$ cat src/rmpc_pkg.sv
// Package for the radio mode and packet coding configuration bank.
// Assumes APB with 32-bit data; byte registers sit in the low lane.
package rmpc_pkg;
  // Printed offsets are register indices; byte address is four times each.
  localparam logic [11:0] IDX_IQ_GAIN_TRIM = 12'h119;
  localparam logic [11:0] IDX_RADIO_BEHAVIOR_CTRL = 12'h11a;
  localparam logic [11:0] IDX_PREAMBLE_ERROR_TOLERANCE = 12'h11b;
  localparam logic [11:0] IDX_LINE_CODING_CFG = 12'h11c;
  localparam logic [11:0] IDX_PREAMBLE_BYTE_COUNT = 12'h11d;
  localparam int ADDR_W = 14;
  localparam logic [1:0] ADDR_LSB_ZERO = 2'h0;
  // Reset values
  localparam logic [7:0] RST_IQ_GAIN_TRIM = 8'h00;
  localparam logic [7:0] RST_BEHAVIOR = 8'h00;
  localparam logic [7:0] RST_PREAMBLE_TOL = 8'h00;
  localparam logic [7:0] RST_LINE_CODING = 8'h00;
  localparam logic [7:0] RST_PREAMBLE_BYTES = 8'h00;
  // Writable masks; reserved bits read zero
  localparam logic [7:0] MASK_IQ_GAIN_TRIM = 8'h7f;
  localparam logic [7:0] MASK_PREAMBLE_TOL = 8'h0f;
  localparam logic [7:0] MASK_LINE_CODING = 8'h7f;
  localparam logic [7:0] MASK_FULL = 8'hff;
  // Preamble tolerance encodings
  localparam logic [3:0] TOL_OFF = 4'h0;
  localparam logic [3:0] TOL_MIN_VALID = 4'h8;
  localparam logic [3:0] TOL_MAX_VALID = 4'hc;
  localparam logic [3:0] TOL_PAIRS_OBSERVED = 4'hc;
  // Symbol width encodings
  localparam logic [2:0] SYM_8BIT = 3'h0;
  localparam logic [2:0] SYM_10BIT = 3'h1;
  localparam logic [3:0] SYM_BITS_8 = 4'h8;
  localparam logic [3:0] SYM_BITS_10 = 4'ha;
  // Radio state codes as seen from the state machine outside
  typedef enum logic [2:0] {
    RMPC_ST_SLEEP = 3'b000,
    RMPC_ST_OFF = 3'b001,
    RMPC_ST_ON = 3'b010,
    RMPC_ST_RX = 3'b011,
    RMPC_ST_TX = 3'b100
  } rmpc_state_t;
  // Frequency tracking modes
  localparam logic [1:0] AFC_LOCK = 2'h3;
  typedef struct packed {
    logic smart_wake_enable;
    logic if_filter_cal_enable;
    logic wake_rssi_qualify;
    logic tx_then_rx_turnaround;
    logic rx_then_tx_turnaround;
    logic custom_lock_time_enable;
    logic lna_control_enable;
    logic pa_control_enable;
  } rmpc_behavior_t;
  typedef struct packed {
    logic reserved;
    logic biphase_coding_enable;
    logic custom_crc_select;
    logic dc_balanced_coding_enable;
    logic whitening_enable;
    logic [2:0] symbol_width;
  } rmpc_coding_t;
  typedef struct packed {
    logic biphase_coding_enable;
    logic custom_crc_select;
    logic dc_balanced_coding_enable;
    logic whitening_enable;
    logic [3:0] symbol_bits;
    logic preamble_detect_enable;
    logic [3:0] preamble_errors_allowed;
    logic [10:0] preamble_bits;
  } rmpc_coding_out_t;
endpackage : rmpc_pkg
$ cat src/rmpc_cfg.sv
// Radio mode and packet coding configuration bank with APB slave.
// Assumes the radio state code and packet events come from pclk logic.
//
// Operation
// - Mode bit 7 enables smart wake operation
// - Mode bit 6 requests IF filter calibration on each off-to-on move
// - Mode bit 5 enables RSSI qualification during low power wake
// - Mode bit 4 turns to receive after transmit end, packet mode only
// - Mode bit 3 turns to transmit after valid receive, packet mode only
// - Mode bit 2 selects custom synthesizer lock time, else default
// - Mode bit 1 drives LNA pin high in receive, low otherwise awake
// - Mode bit 0 drives PA pin high in transmit, low otherwise awake
// - Tolerance 12 down to 8 allows zero to four bad pairs of 12
// - Tolerance zero disables preamble detection
// - Coding bit 6 enables Manchester coding both directions
// - Coding bit 5 selects programmable CRC, else default CRC
// - Coding bit 4 enables 8b/10b coding both directions
// - Coding bit 3 enables whitening and dewhitening
// - Symbol width 0 gives 8-bit symbols, 1 gives 10-bit
// - Preamble length in bits is eight times the byte count
// - Low seven bits hold the I/Q amplitude trim, top bit reserved
// - Frequency lock after preamble; sync lock only with tolerance zero
`timescale 1ns/1ps
module rmpc_cfg (
  input wire logic pclk,
  input wire logic presetn,
  input wire logic psel,
  input wire logic penable,
  input wire logic pwrite,
  input wire logic [rmpc_pkg::ADDR_W-1:0] paddr,
  input wire logic [31:0] pwdata,
  input wire logic [3:0] pstrb,
  output logic [31:0] prdata,
  output logic pready,
  output logic pslverr,
  input wire logic [2:0] radio_state,
  input wire logic packet_mode,
  input wire logic tx_packet_done,
  input wire logic rx_packet_valid,
  input wire logic [1:0] freq_tracking_lock_mode,
  output logic smart_wake_enable,
  output logic wake_rssi_qualify,
  output logic if_filter_cal_start,
  output logic turnaround_to_rx,
  output logic turnaround_to_tx,
  output logic custom_lock_time_enable,
  output logic lock_after_preamble,
  output logic lock_on_sync,
  output logic [6:0] iq_amplitude_trim,
  output rmpc_pkg::rmpc_coding_out_t coding,
  output logic lna_pin_out,
  output logic lna_pin_oe,
  output logic pa_pin_out,
  output logic pa_pin_oe
);

  logic [7:0] iq_gain_trim;
  rmpc_pkg::rmpc_behavior_t radio_behavior_ctrl;
  logic [7:0] preamble_error_tolerance;
  rmpc_pkg::rmpc_coding_t line_coding_cfg;
  logic [7:0] preamble_byte_count;
  rmpc_pkg::rmpc_state_t state_q;
  rmpc_pkg::rmpc_state_t state_now;

  function automatic logic [7:0] merge_byte(input logic [7:0] old, input logic [7:0] wd,
                                            input logic lane, input logic [7:0] mask);
    merge_byte = lane ? (wd & mask) : old;
  endfunction : merge_byte

  function automatic logic hit(input logic [rmpc_pkg::ADDR_W-1:0] a,
                               input logic [11:0] idx);
    hit = (a[rmpc_pkg::ADDR_W-1:2] == idx) && (a[1:0] == rmpc_pkg::ADDR_LSB_ZERO);
  endfunction : hit

  // Bus decode; zero wait state, unmapped addresses answer with an error
  wire logic sel_iq = hit(paddr, rmpc_pkg::IDX_IQ_GAIN_TRIM);
  wire logic sel_mode = hit(paddr, rmpc_pkg::IDX_RADIO_BEHAVIOR_CTRL);
  wire logic sel_tol = hit(paddr, rmpc_pkg::IDX_PREAMBLE_ERROR_TOLERANCE);
  wire logic sel_code = hit(paddr, rmpc_pkg::IDX_LINE_CODING_CFG);
  wire logic sel_len = hit(paddr, rmpc_pkg::IDX_PREAMBLE_BYTE_COUNT);
  wire logic sel_any = sel_iq | sel_mode | sel_tol | sel_code | sel_len;
  wire logic access = psel & penable;
  wire logic wr_en = access & pwrite & sel_any;
  wire logic lane0 = pstrb[0];

  assign pready = 1'b1;
  assign pslverr = access & ~sel_any;

  // Reserved bits are masked off so they always read back zero
  always_ff @(posedge pclk or negedge presetn) begin
    if (!presetn) begin
      iq_gain_trim <= rmpc_pkg::RST_IQ_GAIN_TRIM;
      radio_behavior_ctrl <= rmpc_pkg::RST_BEHAVIOR;
      preamble_error_tolerance <= rmpc_pkg::RST_PREAMBLE_TOL;
      line_coding_cfg <= rmpc_pkg::RST_LINE_CODING;
      preamble_byte_count <= rmpc_pkg::RST_PREAMBLE_BYTES;
    end else if (wr_en) begin
      if (sel_iq) iq_gain_trim <= merge_byte(iq_gain_trim, pwdata[7:0], lane0,
                                             rmpc_pkg::MASK_IQ_GAIN_TRIM);
      if (sel_mode) radio_behavior_ctrl <= merge_byte(radio_behavior_ctrl, pwdata[7:0], lane0,
                                                      rmpc_pkg::MASK_FULL);
      if (sel_tol) preamble_error_tolerance <= merge_byte(preamble_error_tolerance,
                                                          pwdata[7:0], lane0,
                                                          rmpc_pkg::MASK_PREAMBLE_TOL);
      if (sel_code) line_coding_cfg <= merge_byte(line_coding_cfg, pwdata[7:0], lane0,
                                                  rmpc_pkg::MASK_LINE_CODING);
      if (sel_len) preamble_byte_count <= merge_byte(preamble_byte_count, pwdata[7:0], lane0,
                                                     rmpc_pkg::MASK_FULL);
    end
  end

  wire logic [7:0] rd_byte = sel_iq ? iq_gain_trim :
                             sel_mode ? radio_behavior_ctrl :
                             sel_tol ? preamble_error_tolerance :
                             sel_code ? line_coding_cfg :
                             sel_len ? preamble_byte_count : 8'h00;

  // Read data registered in the setup cycle so it is a flop at the access edge
  always_ff @(posedge pclk or negedge presetn) begin
    if (!presetn) begin
      prdata <= 32'h0000_0000;
    end else if (psel & ~penable & ~pwrite) begin
      prdata <= {24'h00_0000, rd_byte};
    end
  end

  // Radio state tracking for edge events
  always_comb begin
    case (radio_state)
      3'b000: state_now = rmpc_pkg::RMPC_ST_SLEEP;
      3'b001: state_now = rmpc_pkg::RMPC_ST_OFF;
      3'b010: state_now = rmpc_pkg::RMPC_ST_ON;
      3'b011: state_now = rmpc_pkg::RMPC_ST_RX;
      3'b100: state_now = rmpc_pkg::RMPC_ST_TX;
      default: state_now = rmpc_pkg::RMPC_ST_ON;
    endcase
  end

  always_ff @(posedge pclk or negedge presetn) begin
    if (!presetn) state_q <= rmpc_pkg::RMPC_ST_SLEEP;
    else state_q <= state_now;
  end

  wire logic off_to_on = (state_q == rmpc_pkg::RMPC_ST_OFF) &&
                         (state_now == rmpc_pkg::RMPC_ST_ON);
  wire logic awake = (state_now != rmpc_pkg::RMPC_ST_SLEEP);
  wire logic in_rx = (state_now == rmpc_pkg::RMPC_ST_RX);
  wire logic in_tx = (state_now == rmpc_pkg::RMPC_ST_TX);

  // Tolerance decode: errors allowed = 12 - code, valid for 8..12
  wire logic [3:0] tol = preamble_error_tolerance[3:0];
  wire logic tol_valid = (tol >= rmpc_pkg::TOL_MIN_VALID) && (tol <= rmpc_pkg::TOL_MAX_VALID);
  wire logic [3:0] tol_errors = tol_valid ? 4'(rmpc_pkg::TOL_PAIRS_OBSERVED - tol) : 4'h0;

  wire logic [3:0] sym_bits = (line_coding_cfg.symbol_width == rmpc_pkg::SYM_10BIT) ?
                              rmpc_pkg::SYM_BITS_10 : rmpc_pkg::SYM_BITS_8;
  wire logic lock_mode = (freq_tracking_lock_mode == rmpc_pkg::AFC_LOCK);

  always_ff @(posedge pclk or negedge presetn) begin
    if (!presetn) begin
      smart_wake_enable <= 1'b0;
      wake_rssi_qualify <= 1'b0;
      if_filter_cal_start <= 1'b0;
      turnaround_to_rx <= 1'b0;
      turnaround_to_tx <= 1'b0;
      custom_lock_time_enable <= 1'b0;
      lock_after_preamble <= 1'b0;
      lock_on_sync <= 1'b0;
      iq_amplitude_trim <= 7'h00;
      coding <= '0;
      lna_pin_out <= 1'b0;
      lna_pin_oe <= 1'b0;
      pa_pin_out <= 1'b0;
      pa_pin_oe <= 1'b0;
    end else begin
      smart_wake_enable <= radio_behavior_ctrl.smart_wake_enable;
      wake_rssi_qualify <= radio_behavior_ctrl.wake_rssi_qualify;
      if_filter_cal_start <= off_to_on & radio_behavior_ctrl.if_filter_cal_enable;
      turnaround_to_rx <= tx_packet_done & packet_mode &
                          radio_behavior_ctrl.tx_then_rx_turnaround;
      turnaround_to_tx <= rx_packet_valid & packet_mode &
                          radio_behavior_ctrl.rx_then_tx_turnaround;
      custom_lock_time_enable <= radio_behavior_ctrl.custom_lock_time_enable;
      lock_after_preamble <= lock_mode & (tol != rmpc_pkg::TOL_OFF);
      lock_on_sync <= lock_mode & (tol == rmpc_pkg::TOL_OFF);
      iq_amplitude_trim <= iq_gain_trim[6:0];
      coding.biphase_coding_enable <= line_coding_cfg.biphase_coding_enable;
      coding.custom_crc_select <= line_coding_cfg.custom_crc_select;
      coding.dc_balanced_coding_enable <= line_coding_cfg.dc_balanced_coding_enable;
      coding.whitening_enable <= line_coding_cfg.whitening_enable;
      coding.symbol_bits <= sym_bits;
      coding.preamble_detect_enable <= (tol != rmpc_pkg::TOL_OFF);
      coding.preamble_errors_allowed <= tol_errors;
      coding.preamble_bits <= {preamble_byte_count, 3'h0};
      lna_pin_oe <= radio_behavior_ctrl.lna_control_enable & awake;
      lna_pin_out <= radio_behavior_ctrl.lna_control_enable & awake & in_rx;
      pa_pin_oe <= radio_behavior_ctrl.pa_control_enable & awake;
      pa_pin_out <= radio_behavior_ctrl.pa_control_enable & awake & in_tx;
    end
  end

  // Checks
  sw_wake_a: assert property (@(posedge pclk) disable iff (!presetn)
    wr_en && sel_mode && lane0 |=> ##1 smart_wake_enable == $past(pwdata[7], 2))
    else $error("smart wake does not follow mode bit");
  cal_start_a: assert property (@(posedge pclk) disable iff (!presetn)
    if_filter_cal_start |-> $past(off_to_on) && $past(radio_behavior_ctrl.if_filter_cal_enable))
    else $error("calibration start without off-to-on move");
  cal_pulse_a: assert property (@(posedge pclk) disable iff (!presetn)
    off_to_on && radio_behavior_ctrl.if_filter_cal_enable |=> if_filter_cal_start)
    else $error("calibration missed on off-to-on move");
  rssi_qual_a: assert property (@(posedge pclk) disable iff (!presetn)
    ##1 wake_rssi_qualify == $past(radio_behavior_ctrl.wake_rssi_qualify))
    else $error("rssi qualify mismatch");
  to_rx_a: assert property (@(posedge pclk) disable iff (!presetn)
    turnaround_to_rx |-> $past(packet_mode) && $past(tx_packet_done))
    else $error("turnaround to receive outside packet mode");
  to_tx_a: assert property (@(posedge pclk) disable iff (!presetn)
    turnaround_to_tx |-> $past(packet_mode) && $past(rx_packet_valid))
    else $error("turnaround to transmit without valid packet");
  lock_time_a: assert property (@(posedge pclk) disable iff (!presetn)
    ##1 custom_lock_time_enable == $past(radio_behavior_ctrl.custom_lock_time_enable))
    else $error("lock time select mismatch");
  lna_pin_a: assert property (@(posedge pclk) disable iff (!presetn)
    lna_pin_out |-> lna_pin_oe && $past(in_rx))
    else $error("lna pin high outside receive");
  pa_pin_a: assert property (@(posedge pclk) disable iff (!presetn)
    pa_pin_out |-> pa_pin_oe && $past(in_tx))
    else $error("pa pin high outside transmit");
  tol_errs_a: assert property (@(posedge pclk) disable iff (!presetn)
    $past(tol) == rmpc_pkg::TOL_MIN_VALID |-> coding.preamble_errors_allowed == 4'h4)
    else $error("tolerance eight must allow four pairs");
  det_off_a: assert property (@(posedge pclk) disable iff (!presetn)
    coding.preamble_detect_enable |-> $past(tol) != rmpc_pkg::TOL_OFF)
    else $error("preamble detection with tolerance zero");
  sym_width_a: assert property (@(posedge pclk) disable iff (!presetn)
    coding.symbol_bits == rmpc_pkg::SYM_BITS_10 |->
      $past(line_coding_cfg.symbol_width) == rmpc_pkg::SYM_10BIT)
    else $error("ten-bit symbols without width code one");
  pre_bits_a: assert property (@(posedge pclk) disable iff (!presetn)
    ##1 coding.preamble_bits == {$past(preamble_byte_count), 3'h0})
    else $error("preamble bits not eight times bytes");
  iq_resv_a: assert property (@(posedge pclk) disable iff (!presetn)
    iq_gain_trim[7] == 1'b0)
    else $error("iq reserved bit set");
  sync_lock_a: assert property (@(posedge pclk) disable iff (!presetn)
    !(lock_on_sync && lock_after_preamble))
    else $error("both lock points active");
  code_bits_a: assert property (@(posedge pclk) disable iff (!presetn)
    ##1 {coding.biphase_coding_enable, coding.custom_crc_select,
         coding.dc_balanced_coding_enable, coding.whitening_enable} ==
        $past(line_coding_cfg[6:3]))
    else $error("coding flags mismatch");


  // Bus response and write protection
  bad_addr_a: assert property (@(posedge pclk) disable iff (!presetn)
    access && !sel_any |-> pslverr)
    else $error("unmapped access without error");
  good_addr_a: assert property (@(posedge pclk) disable iff (!presetn)
    access && sel_any |-> !pslverr)
    else $error("mapped access flagged as error");
  ready_high_a: assert property (@(posedge pclk) disable iff (!presetn)
    pready)
    else $error("ready not high");
  err_no_wr_a: assert property (@(posedge pclk) disable iff (!presetn)
    access && pwrite && !sel_any |=> $stable(radio_behavior_ctrl) && $stable(iq_gain_trim))
    else $error("refused write changed a register");
  strb_off_a: assert property (@(posedge pclk) disable iff (!presetn)
    access && pwrite && sel_mode && !lane0 |=> $stable(radio_behavior_ctrl))
    else $error("write without lane strobe landed");
  rd_upper_a: assert property (@(posedge pclk) disable iff (!presetn)
    prdata[31:8] == '0)
    else $error("read data upper bits not zero");
  tol_resv_a: assert property (@(posedge pclk) disable iff (!presetn)
    preamble_error_tolerance[7:4] == '0)
    else $error("tolerance reserved bits set");
  code_resv_a: assert property (@(posedge pclk) disable iff (!presetn)
    line_coding_cfg.reserved == 1'b0)
    else $error("coding reserved bit set");

  // Mode outputs against the register one edge earlier
  wake_on_a: assert property (@(posedge pclk) disable iff (!presetn)
    ##1 smart_wake_enable == $past(radio_behavior_ctrl.smart_wake_enable))
    else $error("smart wake output mismatch");
  cal_once_a: assert property (@(posedge pclk) disable iff (!presetn)
    if_filter_cal_start |=> !if_filter_cal_start)
    else $error("calibration start longer than one cycle");
  rx_turn_a: assert property (@(posedge pclk) disable iff (!presetn)
    tx_packet_done && packet_mode && radio_behavior_ctrl.tx_then_rx_turnaround
      |=> turnaround_to_rx)
    else $error("turnaround to receive missed");
  tx_turn_a: assert property (@(posedge pclk) disable iff (!presetn)
    rx_packet_valid && packet_mode && radio_behavior_ctrl.rx_then_tx_turnaround
      |=> turnaround_to_tx)
    else $error("turnaround to transmit missed");
  rx_turn_en_a: assert property (@(posedge pclk) disable iff (!presetn)
    turnaround_to_rx |-> $past(radio_behavior_ctrl.tx_then_rx_turnaround))
    else $error("turnaround to receive while disabled");
  tx_turn_en_a: assert property (@(posedge pclk) disable iff (!presetn)
    turnaround_to_tx |-> $past(radio_behavior_ctrl.rx_then_tx_turnaround))
    else $error("turnaround to transmit while disabled");

  // External amplifier pins
  lna_rx_a: assert property (@(posedge pclk) disable iff (!presetn)
    in_rx && radio_behavior_ctrl.lna_control_enable |=> lna_pin_out && lna_pin_oe)
    else $error("lna pin low in receive");
  lna_off_a: assert property (@(posedge pclk) disable iff (!presetn)
    !radio_behavior_ctrl.lna_control_enable || !awake |=> !lna_pin_oe && !lna_pin_out)
    else $error("lna pin driven while disabled or asleep");
  pa_tx_a: assert property (@(posedge pclk) disable iff (!presetn)
    in_tx && radio_behavior_ctrl.pa_control_enable |=> pa_pin_out && pa_pin_oe)
    else $error("pa pin low in transmit");
  pa_off_a: assert property (@(posedge pclk) disable iff (!presetn)
    !radio_behavior_ctrl.pa_control_enable || !awake |=> !pa_pin_oe && !pa_pin_out)
    else $error("pa pin driven while disabled or asleep");

  // Coding, preamble, lock point and IQ trim outputs
  tol_twelve_a: assert property (@(posedge pclk) disable iff (!presetn)
    tol == rmpc_pkg::TOL_MAX_VALID |=> coding.preamble_errors_allowed == '0)
    else $error("tolerance twelve must allow no errors");
  det_on_a: assert property (@(posedge pclk) disable iff (!presetn)
    tol != rmpc_pkg::TOL_OFF |=> coding.preamble_detect_enable)
    else $error("preamble detection off with nonzero tolerance");
  sym_eight_a: assert property (@(posedge pclk) disable iff (!presetn)
    line_coding_cfg.symbol_width != rmpc_pkg::SYM_10BIT |=>
      coding.symbol_bits == rmpc_pkg::SYM_BITS_8)
    else $error("eight-bit symbols expected");
  iq_follow_a: assert property (@(posedge pclk) disable iff (!presetn)
    ##1 iq_amplitude_trim == $past(iq_gain_trim[6:0]))
    else $error("iq trim output mismatch");
  lock_pre_a: assert property (@(posedge pclk) disable iff (!presetn)
    lock_mode && tol != rmpc_pkg::TOL_OFF |=> lock_after_preamble)
    else $error("lock after preamble missed");
  lock_sync_a: assert property (@(posedge pclk) disable iff (!presetn)
    lock_mode && tol == rmpc_pkg::TOL_OFF |=> lock_on_sync)
    else $error("sync lock missed with tolerance zero");
  no_lock_a: assert property (@(posedge pclk) disable iff (!presetn)
    !lock_mode |=> !lock_after_preamble && !lock_on_sync)
    else $error("lock point outside lock mode");

  cal_seen_c: cover property (@(posedge pclk) disable iff (!presetn) if_filter_cal_start);
  tx_turn_c: cover property (@(posedge pclk) disable iff (!presetn) turnaround_to_tx);
  rx_turn_c: cover property (@(posedge pclk) disable iff (!presetn) turnaround_to_rx);
  lna_on_c: cover property (@(posedge pclk) disable iff (!presetn) lna_pin_out);
  bad_addr_c: cover property (@(posedge pclk) disable iff (!presetn) pslverr);

endmodule : rmpc_cfg

$ cat config.mk
export PLATFORM = sky130hd
export DESIGN_NAME = rmpc_cfg
export DESIGN_NICKNAME = d
export VERILOG_FILES = /design/src/rmpc_pkg.sv /design/src/rmpc_cfg.sv
export SDC_FILE = /design/constraint.sdc
export NUM_CORES = 1
export LEC_CHECK = 0
export BUFFER_PORTS_ARGS = -buffer_cell sky130_fd_sc_hd__buf_2
export CORE_AREA = 2 2 82 99
export CTS_CLUSTER_SIZE = 24
export DETAILED_ROUTE_END_ITERATION = 10
export DIE_AREA = 0 0 84 101
export PLACE_DENSITY_LB_ADDON = 0.12
export SYNTH_ARGS = -nofsm -noshare
export SYNTH_HDL_FRONTEND = slang
export SYNTH_SLANG_ARGS = --single-unit
$ cat constraint.sdc
create_clock -name pclk -period 1.62 [get_ports pclk]
set_clock_uncertainty 0.2 [all_clocks]
set_input_delay 0.324 -clock pclk [delete_from_list [all_inputs] [get_ports pclk]]
set_output_delay 0.324 -clock pclk [all_outputs]
set_load 0.02 [all_outputs]
==> flow_summary.rst, run 1 <==
.. list-table::
   :header-rows: 1

   * - Metric
     - Value
   * - Power Dens Cells
     - 828 mW/mm^2
   * - # port buffers
     - 82
   * - Y dimension of the die
     - 101 um
   * - Synth Cell Area
     - 0.00353 mm^2
   * - Clock transition at the registers of the reported paths
     - 0.08 ns
   * - Area share of the leading cell type in the synthesized netlist
     - 58.9%
   * - Aggregate routed wire length
     - 8.06 mm
   * - Worst IR drop on VDD
     - 0.563 mV
   * - Distinct cell type count of the synthesized netlist
     - 39
   * - Run status
     - finished, violations left
   * - Growth of design area from synthesis to finish
     - 35.7%
   * - Number of global-route vias before repair
     - 2,504
   * - Portion of the post-synthesis area used by sequential elements
     - 58.9%
   * - Cell at the root of the clock tree
     - clkbuf_8
   * - Number of cells in the finished layout apart from fillers
     - 503
   * - Cell accounting for the most synthesized area
     - dfrtp_1
   * - Data arrival at the endpoint of the critical path
     - 1.29 ns
   * - Number of clock sinks
     - 83
   * - Origin of the worst min-delay path
     - freq_tracking_lock_mode[0]
   * - Core Area
     - 0.00758 mm^2
   * - Number of nets in the finished design
     - 471
   * - Clock Path Buffers
     - 2
   * - Initial core utilization
     - 46.6%
   * - Layout fillers
     - 609
   * - Worst R2R Path Depth
     - 4
   * - Largest incremental delay on the critical path
     - 0.28 ns
   * - Final hold violation count
     - 0
   * - CTS tree
     - done
   * - Post-route DRC violation count
     - 0
   * - Detail Placement HPWL
     - 5.85 mm
   * - Clock latency on the worst-skew pair
     - 0.35 ns
   * - Detailed-routing iteration count for the pre-antenna-repair pass
     - 4
   * - Antenna violations before repair
     - 0
   * - Number of standard cells after synthesis
     - 272
   * - Placer Congestion
     - 0.828
   * - Worst-case hold slack
     - 0.0152 ns
   * - Startpoint of the lowest-slack register-to-register path
     - preamble_error_tolerance[0]$_DFFE_PN0P_
   * - Chain of cells forming the critical path
     - buf_6, nor4b_4, buf_4, and3_4, a31oi_4, buf_6
   * - Largest net degree at the start of global routing
     - 37
   * - Most common cell type on the critical path
     - buf_6
   * - RSZ-0062 raised after global routing
     - yes
   * - Total of max-cap violations
     - 0
   * - Number of vias per cell after detailed routing
     - 5.04
   * - Number of setup violations in the final report
     - 42
   * - IO Pins
     - 140
   * - Max H-tree Level
     - 3
   * - First-pass GRT wire length
     - 13.0 mm
   * - Vias
     - 2,535
   * - Number of violations reported at the end of detailed-routing iteration 0
     - 85
   * - Worst setup timing slack at the placement stage
     - -0.584 ns
   * - Final Cycle Share
     - 112%
   * - Mean instance size in the synthesized netlist
     - 13.0 um^2
   * - Type of the worst setup path
     - input port to output port
   * - Die Width
     - 84 um
   * - Mean routed wirelength per cell
     - 16.0 um
   * - Min Tclk post-route
     - 1.81 ns
   * - Slowest stage cell on the critical path
     - nor4b_4
   * - Critical path launch point type
     - input port
   * - Placed insts
     - 473
   * - Final core utilization
     - 63.2%
   * - Aggregate global routing overflow
     - 0
   * - Endpoint of the worst hold path
     - lock_on_sync$_DFF_PN0_
   * - Critical path fanouts, max
     - 2
   * - Total buffers and inverters traversed by the critical path
     - 3
   * - CP Data Required Time
     - 1.10 ns
   * - Top area cells in the synthesized netlist
     - dfrtp_1 59%, mux2_2 8.3%, buf_4 6.4%
   * - Area of the die
     - 0.00848 mm^2
   * - Proportion of layout cells with a drive suffix above 1
     - 47.4%
   * - Final worst setup slack
     - -0.189 ns
   * - Worst hold-check path type
     - input port to flip-flop
   * - Family with the most delay on the worst path
     - simple AND/OR/NAND/NOR gates
   * - Reg-to-reg endpoint
     - coding[12]$_DFF_PN0_
   * - Count of synthesis-stage warnings from yosys
     - 0
   * - Number of clock buffers inserted by TritonCTS
     - 9
   * - Reported leakage power
     - 2.59 nW
   * - Antenna cells
     - 0
   * - Pins Over Slew Limit
     - 0
   * - Tot Pwr
     - 3.97 mW
   * - Worst hold stages
     - 3
   * - Global router's overall resource usage
     - 19.9%
   * - Seq cells post-synth
     - 83
   * - Setup slack on the worst flop-to-flop path
     - 0.25 ns
   * - Final antenna-violating net count
     - 0
   * - Timing-limited maximum frequency
     - 0.553 GHz
   * - Violated checks
     - negative setup slack
   * - Type of element capturing the critical path
     - output port
   * - Std cell rows
     - 35
[logic make-up after synthesis]
group,after synthesis,share of synthesized area (%)
other,2,0.213
DFF,83,58.9
and+or+nand+nor,70,12.9
AOI/OAI and AO/OA,39,7.84
muxes,35,12.0
adders and majority gates,1,0.355
buffers and inverters,42,7.87
[cell type report]
class	instances	area, um^2	share of cell area (%)
well taps	92	115	2.40
multi-input cells	176	1480	30.8
clock inverters	3	46.3	0.967
clock buffers	12	165	3.45
flip-flops and latches	83	2080	43.4
inverters	6	22.5	0.470
repair buffers	131	887	18.5
[timing repair]
action / 4_1_cts / 5_1_grt
hold endpoints to repair: 50 / 0
endpoints found under the setup margin: 35 / 43
buffers inserted: 8 / 2
gates cloned: 0 / 0
gates resized for setup: 44 / 4
pin swaps: 13 / 6
hold buffers: 5 / 0
[cell usage in the layout (no fill, tap or decap), types with 3 or more instances in the layout]
master,instances
a21oi_1,7
a221o_1,3
a22o_1,5
a22oi_1,3
a2bb2oi_1,4
a31oi_1,4
and3_1,3
buf_2,76
buf_4,33
buf_6,15
clkbuf_8,12
conb_1,31
dfrtp_1,83
dlygate4sd3_1,5
inv_1,6
mux2_4,34
nand2_1,9
nand3_1,4
nand4_1,4
nor2_1,8
nor2b_1,15
nor3_1,3
nor3_2,3
nor3_4,4
o21ai_0,5
o31ai_1,4
[sequential cells by signal, indices dropped and copies added, names as in the netlist]
register,flops
coding,19
lna_pin_oe,1
radio_behavior_ctrl,8
line_coding_cfg,7
lock_on_sync,1
turnaround_to_tx,1
turnaround_to_rx,1
pa_pin_oe,1
state_q,3
iq_amplitude_trim,7
iq_gain_trim,7
preamble_byte_count,8
lna_pin_out,1
pa_pin_out,1
if_filter_cal_start,1
custom_lock_time_enable,1
preamble_error_tolerance,4
lock_after_preamble,1
wake_rssi_qualify,1
prdata,8
smart_wake_enable,1
[report_power, final]
group          internal (mW)  switching (mW)
combinational          0.128           0.214
sequential              2.08         0.00144
clock                  0.833           0.715
total                   3.04           0.931
[metal layers]
layer / global-route usage (%) / part of all wire (%) / up-vias / wire length [um]
li1: - / - / 1179 / -
met5: 0 / 0 / - / 0
met4: 10.3 / 2.6 / 0 / 213
met1: 25.0 / 40 / 1264 / 3230
met2: 33.5 / 53 / 75 / 4250
met3: 3.11 / 4.6 / 17 / 367
[worst max path at each step]
| stage | slack, ns | depth (start not counted) | start | endpoint |
|---|---|---|---|---|
| after global routing | -0.22 | 6 | paddr[13] | pslverr |
| after floorplan | -0.52 | 5 | paddr[12] | radio_behavior_ctrl[0]$_DFFE_PN0P_ |
| after global placement | -0.55 | 5 | paddr[8] | radio_behavior_ctrl[0]$_DFFE_PN0P_ |
| after detailed placement | -0.58 | 5 | paddr[8] | radio_behavior_ctrl[2]$_DFFE_PN0P_ |
| after CTS | -0.17 | 6 | paddr[7] | pslverr |
| final | -0.19 | 6 | paddr[13] | pslverr |
[tightest hold or removal path: stages]
cell and delay [ns]:
buf_2 0.09, nand2_1 0.07, nor2_1 0.04
[synthesized netlist by cell type, drive strengths merged]
library cell / instances
nor2b: 15
mux2: 34
or4: 1
o21ai: 5
and2: 1
a21oi: 7
and4: 1
a31oi: 5
o311ai: 1
mux2i: 1
nor4b: 2
a21o: 1
a2bb2oi: 4
and4bb: 1
inv: 6
nand2: 11
o31ai: 4
nand4: 4
a211oi: 1
a22o: 5
clkbuf: 5
ha: 1
and3b: 2
a22oi: 3
nor2: 9
nand3: 5
a221o: 3
and3: 4
nand4bb: 1
dfrtp: 83
nor3: 10
nor3b: 3
buf: 31
conb: 2
[per-stage QoR]
stage / TNS (ns) / area [um^2]
2_1_floorplan: -12.70 / 3700
3_3_place_gp: -17.51 / 4250
3_5_place_dp: -18.74 / 4250
4_1_cts: -2.31 / 4760
5_1_grt: -5.13 / 4790
6_report: -3.36 / 4790
(Power assumes the default switching activity.)
==> run 2, diff against run 1 <==
--- a/config.mk
+++ b/config.mk
@@ -11,6 +11,8 @@
 export DETAILED_ROUTE_END_ITERATION = 10
 export DIE_AREA = 0 0 84 101
 export PLACE_DENSITY_LB_ADDON = 0.12
+export REMOVE_ABC_BUFFERS = 1
+export SKIP_LAST_GASP = 1
 export SYNTH_ARGS = -nofsm -noshare
 export SYNTH_HDL_FRONTEND = slang
 export SYNTH_SLANG_ARGS = --single-unit
==> run 2 against run 1 <==
Net effect:
- the run still ends with negative setup slack left
- first-iteration DRC count fell by 27%
- critical path depth unchanged
- utilization down 1.5 points
- sequential share of layout area rose by 1.0 points
- wire length shrank 4.9%
- fmax is 4.8% lower
- total power is 0.54% lower
- via count down 2.2%
- global-route usage fell by 0.44 points
==> flow_summary.rst, run 2 (synthesized netlist as in run 1, its figures left out) <==
.. list-table::
   :header-rows: 1

   * - Metric
     - Value
   * - Placer Congestion
     - 0.845 (+2.0%)
   * - Type of element capturing the critical path
     - output port
   * - Y dimension of the die
     - 101 um (unchanged)
   * - Tot Pwr
     - 3.95 mW (-0.54%)
   * - Global router's overall resource usage
     - 19.5% (-0.44 points)
   * - Clock Path Buffers
     - 2 (unchanged)
   * - Worst hold stages
     - 2 (-1)
   * - Worst-case hold slack
     - 0.0148 ns (-0.000394 ns)
   * - Max H-tree Level
     - 3 (unchanged)
   * - Biggest register
     - coding
   * - Antenna cells
     - 0 (unchanged)
   * - Worst IR drop on VDD
     - 0.602 mV (+7.0%)
   * - Detailed-routing iteration count for the pre-antenna-repair pass
     - 4 (unchanged)
   * - Critical path launch point type
     - input port
   * - Number of global-route vias before repair
     - 2,494 (-0.40%)
   * - Worst hold-check path type
     - input port to flip-flop
   * - Final worst setup slack
     - -0.281 ns (-0.0917 ns)
   * - Pins Over Slew Limit
     - 0 (unchanged)
   * - Post-route DRC violation count
     - 0 (unchanged)
   * - Mean routed wirelength per cell
     - 15.4 um (-4.1%)
   * - Std cell rows
     - 35 (unchanged)
   * - Min Tclk post-route
     - 1.90 ns (+0.0917 ns)
   * - Number of violations reported at the end of detailed-routing iteration 0
     - 62 (-27%)
   * - Aggregate global routing overflow
     - 0 (unchanged)
   * - Worst setup endpoint
     - pslverr
   * - Data arrival at the endpoint of the critical path
     - 1.38 ns (+0.09 ns)
   * - WL met2
     - 3.95 mm (-7.1%)
   * - Crit path launch
     - paddr[13]
   * - Reg-to-reg endpoint
     - coding[14]$_DFF_PN0_
   * - Violated checks
     - negative setup slack
   * - Total length of routed met3 wires
     - 315 um (-14%)
   * - # port buffers
     - 82 (unchanged)
   * - Number of vias per cell after detailed routing
     - 4.97 (-1.4%)
   * - Power Dens Cells
     - 844 mW/mm^2 (+1.9%)
   * - Total of max-cap violations
     - 0 (unchanged)
   * - First-pass GRT wire length
     - 12.5 mm (-4.1%)
   * - Antenna violations before repair
     - 0 (unchanged)
   * - Proportion of layout cells with a drive suffix above 1
     - 45.7% (-1.7 points)
   * - Number of clock buffers inserted by TritonCTS
     - 9 (unchanged)
   * - Worst R2R Path Depth
     - 4 (unchanged)
   * - Critical path fanouts, max
     - 2 (unchanged)
   * - Growth of design area from synthesis to finish
     - 32.6%
   * - Cell at the root of the clock tree
     - clkbuf_8
   * - RSZ-0062 raised after global routing
     - yes
   * - Timing-limited maximum frequency
     - 0.526 GHz (-4.8%)
   * - IO Pins
     - 140 (unchanged)
   * - Startpoint of the lowest-slack register-to-register path
     - preamble_error_tolerance[0]$_DFFE_PN0P_
   * - Final Cycle Share
     - 117% (+5.7 points)
   * - Most common cell after layout, fill and taps aside
     - dfrtp_1
   * - Area of the die
     - 0.00848 mm^2 (unchanged)
   * - Largest register FFs
     - 19 (unchanged)
   * - CP Data Required Time
     - 1.10 ns (about the same)
   * - Most frequent cells in the layout
     - 83 x dfrtp_1, 77 x buf_2, 32 x mux2_4, 32 x buf_4, 31 x conb_1
   * - CTS tree
     - done
   * - Sum of routed wire segments on met1
     - 3.17 mm (-1.8%)
   * - Vias
     - 2,480 (-2.2%)
   * - Largest net degree at the start of global routing
     - 28 (-24%)
   * - Core Area
     - 0.00758 mm^2 (unchanged)
   * - Number of clock sinks
     - 83 (unchanged)
   * - Setup slack on the worst flop-to-flop path
     - 0.29 ns (+0.04 ns)
   * - Aggregate routed wire length
     - 7.67 mm (-4.9%)
   * - Highest metal layer with signal wires
     - met4
   * - Number of nets in the finished design
     - 466 (-1.1%)
   * - Final antenna-violating net count
     - 0 (unchanged)
   * - Type of the worst setup path
     - input port to output port
   * - Reported leakage power
     - 2.50 nW (-3.4%)
   * - Detail Placement HPWL
     - 5.64 mm (-3.6%)
   * - Final hold violation count
     - 0 (unchanged)
   * - Initial core utilization
     - 46.6% (unchanged)
   * - Clock latency on the worst-skew pair
     - 0.35 ns (about the same)
   * - Run status
     - finished, violations left
   * - Number of setup violations in the final report
     - 39 (-7.1%)
   * - Clock transition at the registers of the reported paths
     - 0.09 ns (about the same)
   * - Die Width
     - 84 um (unchanged)
[run 2: critical path, cell delays in order]
cell	delay [ns]
buf_6	0.09
nor4b_4	0.37
buf_4	0.18
and3_4	0.19
a31oi_4	0.08
buf_6	0.14
[run 2: cell type report]
type                       count  area [um^2]
fill                         652         2900
sequential                    83         2080
clock buffer                  10          138
timing repair buffer         126          827
multi-input combinational    176         1430
tap                           92          115
inverter                       6         22.5
clock inverter                 6         71.3
[run 2: repair_timing]
action | 4_1_cts | 5_1_grt
setup buffers | 4 | 2
endpoints found under the setup margin | 39 | 39
pin swaps | 7 | 10
hold buffers | 5 | 1
resized for setup | 37 | 6
hold endpoints to repair | 87 | 1
[run 2: how the worst min path moves through the flow]
stage / startpoint / endpoint
finish: radio_state[0] / state_q[2]$_DFF_PN0_
global route: packet_mode / turnaround_to_rx$_DFF_PN0_
CTS: radio_state[0] / state_q[2]$_DFF_PN0_
detailed placement: presetn / coding[7]$_DFF_PN0_
global placement: presetn / coding[7]$_DFF_PN0_
floorplan: presetn / coding[10]$_DFF_PN0_
[run 2: layer usage]
layer,up-vias,GRT usage (%)
li1,1167,-
met1,1228,24.0
met2,72,32.4
met3,13,4.67
met4,0,9.43
met5,-,0
[run 2: through the flow]
stage	worst slack (ns)	instance area, um^2	cells	TNS, ns	utilization (%)
6_report	-0.281	4680	499	-6.05	61.7
5_1_grt	-0.295	4680	499	-6.38	61.7
4_1_cts	-0.255	4630	497	-3.49	61.1
3_5_place_dp	-0.652	4180	472	-20.98	55.2
3_3_place_gp	-0.626	4180	472	-20.12	55.2
2_1_floorplan	-0.528	3380	265	-16.31	-
[run 2: where the power goes]
group	switching [mW]	internal (mW)	leakage, nW
Combinational	0.209	0.120	1.25
Clock	0.772	0.768	0.0995
Sequential	0.00143	2.08	1.15
==> run 3, diff against run 2 <==
--- a/config.mk
+++ b/config.mk
@@ -6,10 +6,12 @@
 export NUM_CORES = 1
 export LEC_CHECK = 0
 export BUFFER_PORTS_ARGS = -buffer_cell sky130_fd_sc_hd__buf_2
-export CORE_AREA = 2 2 82 99
+export CELL_PAD_IN_SITES_DETAIL_PLACEMENT = 1
+export CELL_PAD_IN_SITES_GLOBAL_PLACEMENT = 2
+export CORE_AREA = 2 2 103 124
 export CTS_CLUSTER_SIZE = 24
 export DETAILED_ROUTE_END_ITERATION = 10
-export DIE_AREA = 0 0 84 101
+export DIE_AREA = 0 0 105 126
 export PLACE_DENSITY_LB_ADDON = 0.12
 export REMOVE_ABC_BUFFERS = 1
 export SKIP_LAST_GASP = 1
==> run 3 against run 2 <==
Net effect:
- wire length rose by 17%
- critical path depth did not move
- sequential power barely moved
- combinational power barely moved
- fmax rose by 1.9%
- highest routed layer unchanged
- utilization fell by 22 points
- sequential cell count did not move
- the flow still finishes with violations (negative setup slack)
- setup slack improved by 0.036 ns
- critical path type unchanged
- largest cell class unchanged
- final cell count rose by 14%
- via count fell by 0.44%
- count of clock-buffer cells in the layout fell by 1
==> flow_summary.rst, run 3 (synthesized netlist as in run 1, its figures left out) <==
.. list-table::
   :header-rows: 1

   * - Metric
     - Value
   * - Vias
     - 2,469 (-0.44%)
   * - Tot Pwr
     - 4.45 mW (+13%)
   * - Area used by multi-input combinational logic
     - 0.00140 mm^2 (-1.9%)
   * - Sequential cell area in the final layout
     - 0.00208 mm^2 (unchanged)
   * - Clock transition at the registers of the reported paths
     - 0.06 ns (-0.03 ns)
   * - Mean routed wirelength per cell
     - 15.9 um (+3.2%)
   * - Number of nets in the finished design
     - 467 (+0.21%)
   * - Number of vias per cell after detailed routing
     - 4.35 (-13%)
   * - Final hold violation count
     - 0 (unchanged)
   * - Growth of design area from synthesis to finish
     - 36.8%
   * - Final Cycle Share
     - 115% (-2.2 points)
   * - Std cell rows
     - 44 (+26%)
   * - CP Data Required Time
     - 1.10 ns (about the same)
   * - Proportion of layout cells with a drive suffix above 1
     - 47.4% (+1.7 points)
   * - Final antenna-violating net count
     - 0 (unchanged)
   * - Worst setup endpoint
     - pslverr
   * - Number of violations reported at the end of detailed-routing iteration 0
     - 51 (-18%)
   * - Most frequent cells in the layout
     - 83 x dfrtp_1, 76 x buf_2, 33 x buf_4
   * - Worst IR drop on VDD
     - 0.451 mV (-25%)
   * - First-pass GRT wire length
     - 13.9 mm (+11%)
   * - IO Pins
     - 140 (unchanged)
   * - Largest net degree at the start of global routing
     - 84 (+200%)
   * - Final worst setup slack
     - -0.245 ns (+0.0360 ns)
   * - Y dimension of the die
     - 126 um (+25%)
   * - Detailed-routing iteration count for the pre-antenna-repair pass
     - 4 (unchanged)
   * - Cell at the root of the clock tree
     - clkbuf_16
   * - Critical path launch point type
     - input port
   * - Number of clock buffers inserted by TritonCTS
     - 9 (unchanged)
   * - Initial core utilization
     - 29.4% (-17 points)
   * - Largest register FFs
     - 19 (unchanged)
   * - Worst R2R Path Depth
     - 4 (unchanged)
   * - RSZ-0062 raised after global routing
     - yes
   * - Worst hold-check path type
     - input port to flip-flop
   * - Number of global-route vias before repair
     - 2,543 (+2.0%)
   * - Clock Path Buffers
     - 2 (unchanged)
   * - Crit path launch
     - paddr[12]
   * - Type of element capturing the critical path
     - output port
   * - Biggest register
     - coding
   * - Min Tclk post-route
     - 1.86 ns (-0.0360 ns)
   * - Placer Congestion
     - 0.769 (-9.0%)
   * - Post-route DRC violation count
     - 0 (unchanged)
   * - Data arrival at the endpoint of the critical path
     - 1.34 ns (-0.04 ns)
   * - Worst setup timing slack at the placement stage
     - -0.614 ns (+0.0383 ns)
   * - Layout fillers
     - 1,339 (+110%)
   * - Die Width
     - 105 um (+25%)
   * - Aggregate global routing overflow
     - 0 (unchanged)
   * - Timing-limited maximum frequency
     - 0.536 GHz (+1.9%)
   * - Aggregate routed wire length
     - 9.00 mm (+17%)
   * - Type of the worst setup path
     - input port to output port
   * - Reported leakage power
     - 2.56 nW (+2.4%)
   * - Reg-to-reg endpoint
     - coding[12]$_DFF_PN0_
   * - Critical path fanouts, max
     - 2 (unchanged)
   * - Run status
     - finished, violations left
   * - CTS tree
     - done
   * - Number of clock sinks
     - 83 (unchanged)
   * - Setup slack on the worst flop-to-flop path
     - 0.28 ns (about the same)
   * - Core Area
     - 0.0120 mm^2 (+58%)
   * - Global router's overall resource usage
     - 14.1% (-5.4 points)
   * - # port buffers
     - 82 (unchanged)
   * - Detail Placement HPWL
     - 6.69 mm (+19%)
   * - Power Dens Cells
     - 921 mW/mm^2 (+9.2%)
   * - Antenna cells
     - 0 (unchanged)
   * - Startpoint of the lowest-slack register-to-register path
     - preamble_error_tolerance[0]$_DFFE_PN0P_
   * - Max H-tree Level
     - 3 (unchanged)
   * - Violated checks
     - negative setup slack
   * - Pins Over Slew Limit
     - 0 (unchanged)
   * - Clock latency on the worst-skew pair
     - 0.34 ns (about the same)
   * - Total of max-cap violations
     - 0 (unchanged)
   * - Number of setup violations in the final report
     - 38 (-2.6%)
   * - Antenna violations before repair
     - 0 (unchanged)
   * - Most common cell after layout, fill and taps aside
     - dfrtp_1
   * - Area of the die
     - 0.0132 mm^2 (+56%)
   * - Final core utilization
     - 40.2% (-22 points)
## run 3: changes by cell type in the layout (fill, tap and decap cells not counted), moves of 2 or more
cell | before | now
o31ai_2 | 1 | 3
o31ai_1 | 3 | 1
dlygate4sd3_1 | 6 | 3
mux2_2 | 2 | 16
nor3_2 | 4 | 2
clkbuf_16 | 0 | 9
mux2_4 | 32 | 18
clkbuf_8 | 10 | 0
buf_6 | 9 | 14
## run 3: area by class of cell
cell class / instances / area share [%]
well taps: 161 / 4.17
flip-flops and latches: 83 / 43.0
clock buffers: 9 / 4.67
inverters: 6 / 0.467
repair buffers: 127 / 17.3
clock inverters: 6 / 1.37
multi-input cells: 176 / 29.0
## run 3: critical path, stage by stage
cell and delay, ns:
buf_6 0.10, nor4b_4 0.33, buf_4 0.18, and3_4 0.19, a31oi_4 0.08, buf_6 0.14
## run 3: layer usage
layer | track usage (%) | routed length [um] | vias up
li1 | - | - | 1166
met1 | 16.9 | 3730 | 1229
met2 | 23.9 | 4730 | 63
met3 | 3.73 | 392 | 11
met4 | 5.65 | 152 | 0
met5 | 0 | 0 | -
## run 3: what timing repair did
action / 4_1_cts / 5_1_grt
hold buffers: 3 / 0
gates resized for setup: 36 / 8
setup endpoints to repair: 39 / 43
buffers inserted: 5 / 1
hold endpoints to repair: 85 / 0
pin swaps: 7 / 5
## run 3: worst min-delay path by stage
stage / from / endpoint / slack (ns) / depth (start not counted)
2_1_floorplan: presetn / coding[10]$_DFF_PN0_ / -0.17 / 0
3_3_place_gp: presetn / coding[22]$_DFF_PN0_ / 0.19 / 2
3_5_place_dp: iq_gain_trim[3]$_DFFE_PN0P_ / iq_amplitude_trim[3]$_DFF_PN0_ / 0.19 / 0
4_1_cts: freq_tracking_lock_mode[1] / lock_on_sync$_DFF_PN0_ / 0.004 / 3
5_1_grt: tx_packet_done / turnaround_to_rx$_DFF_PN0_ / 0.02 / 2
6_report: freq_tracking_lock_mode[1] / lock_after_preamble$_DFF_PN0_ / 0.01 / 3
## run 3: report_power, final
group          internal, mW  switching (mW)  total (mW)
registers              2.08         0.00153        2.08
logic                 0.118           0.215       0.332
clock network          1.19           0.846        2.03
## run 3: stage by stage
stage | cells | area [um^2] | hold WS, ns | setup TNS (ns)
final | 568 | 4830 | 0.0132 | -5.01
after global routing | 568 | 4830 | 0.0203 | -8.19
after CTS | 568 | 4800 | 0.00438 | -6.35
after detailed placement | 545 | 4290 | 0.186 | -21.69
after global placement | 545 | 4290 | 0.186 | -20.51
after floorplan | 265 | 3380 | -0.172 | -16.31
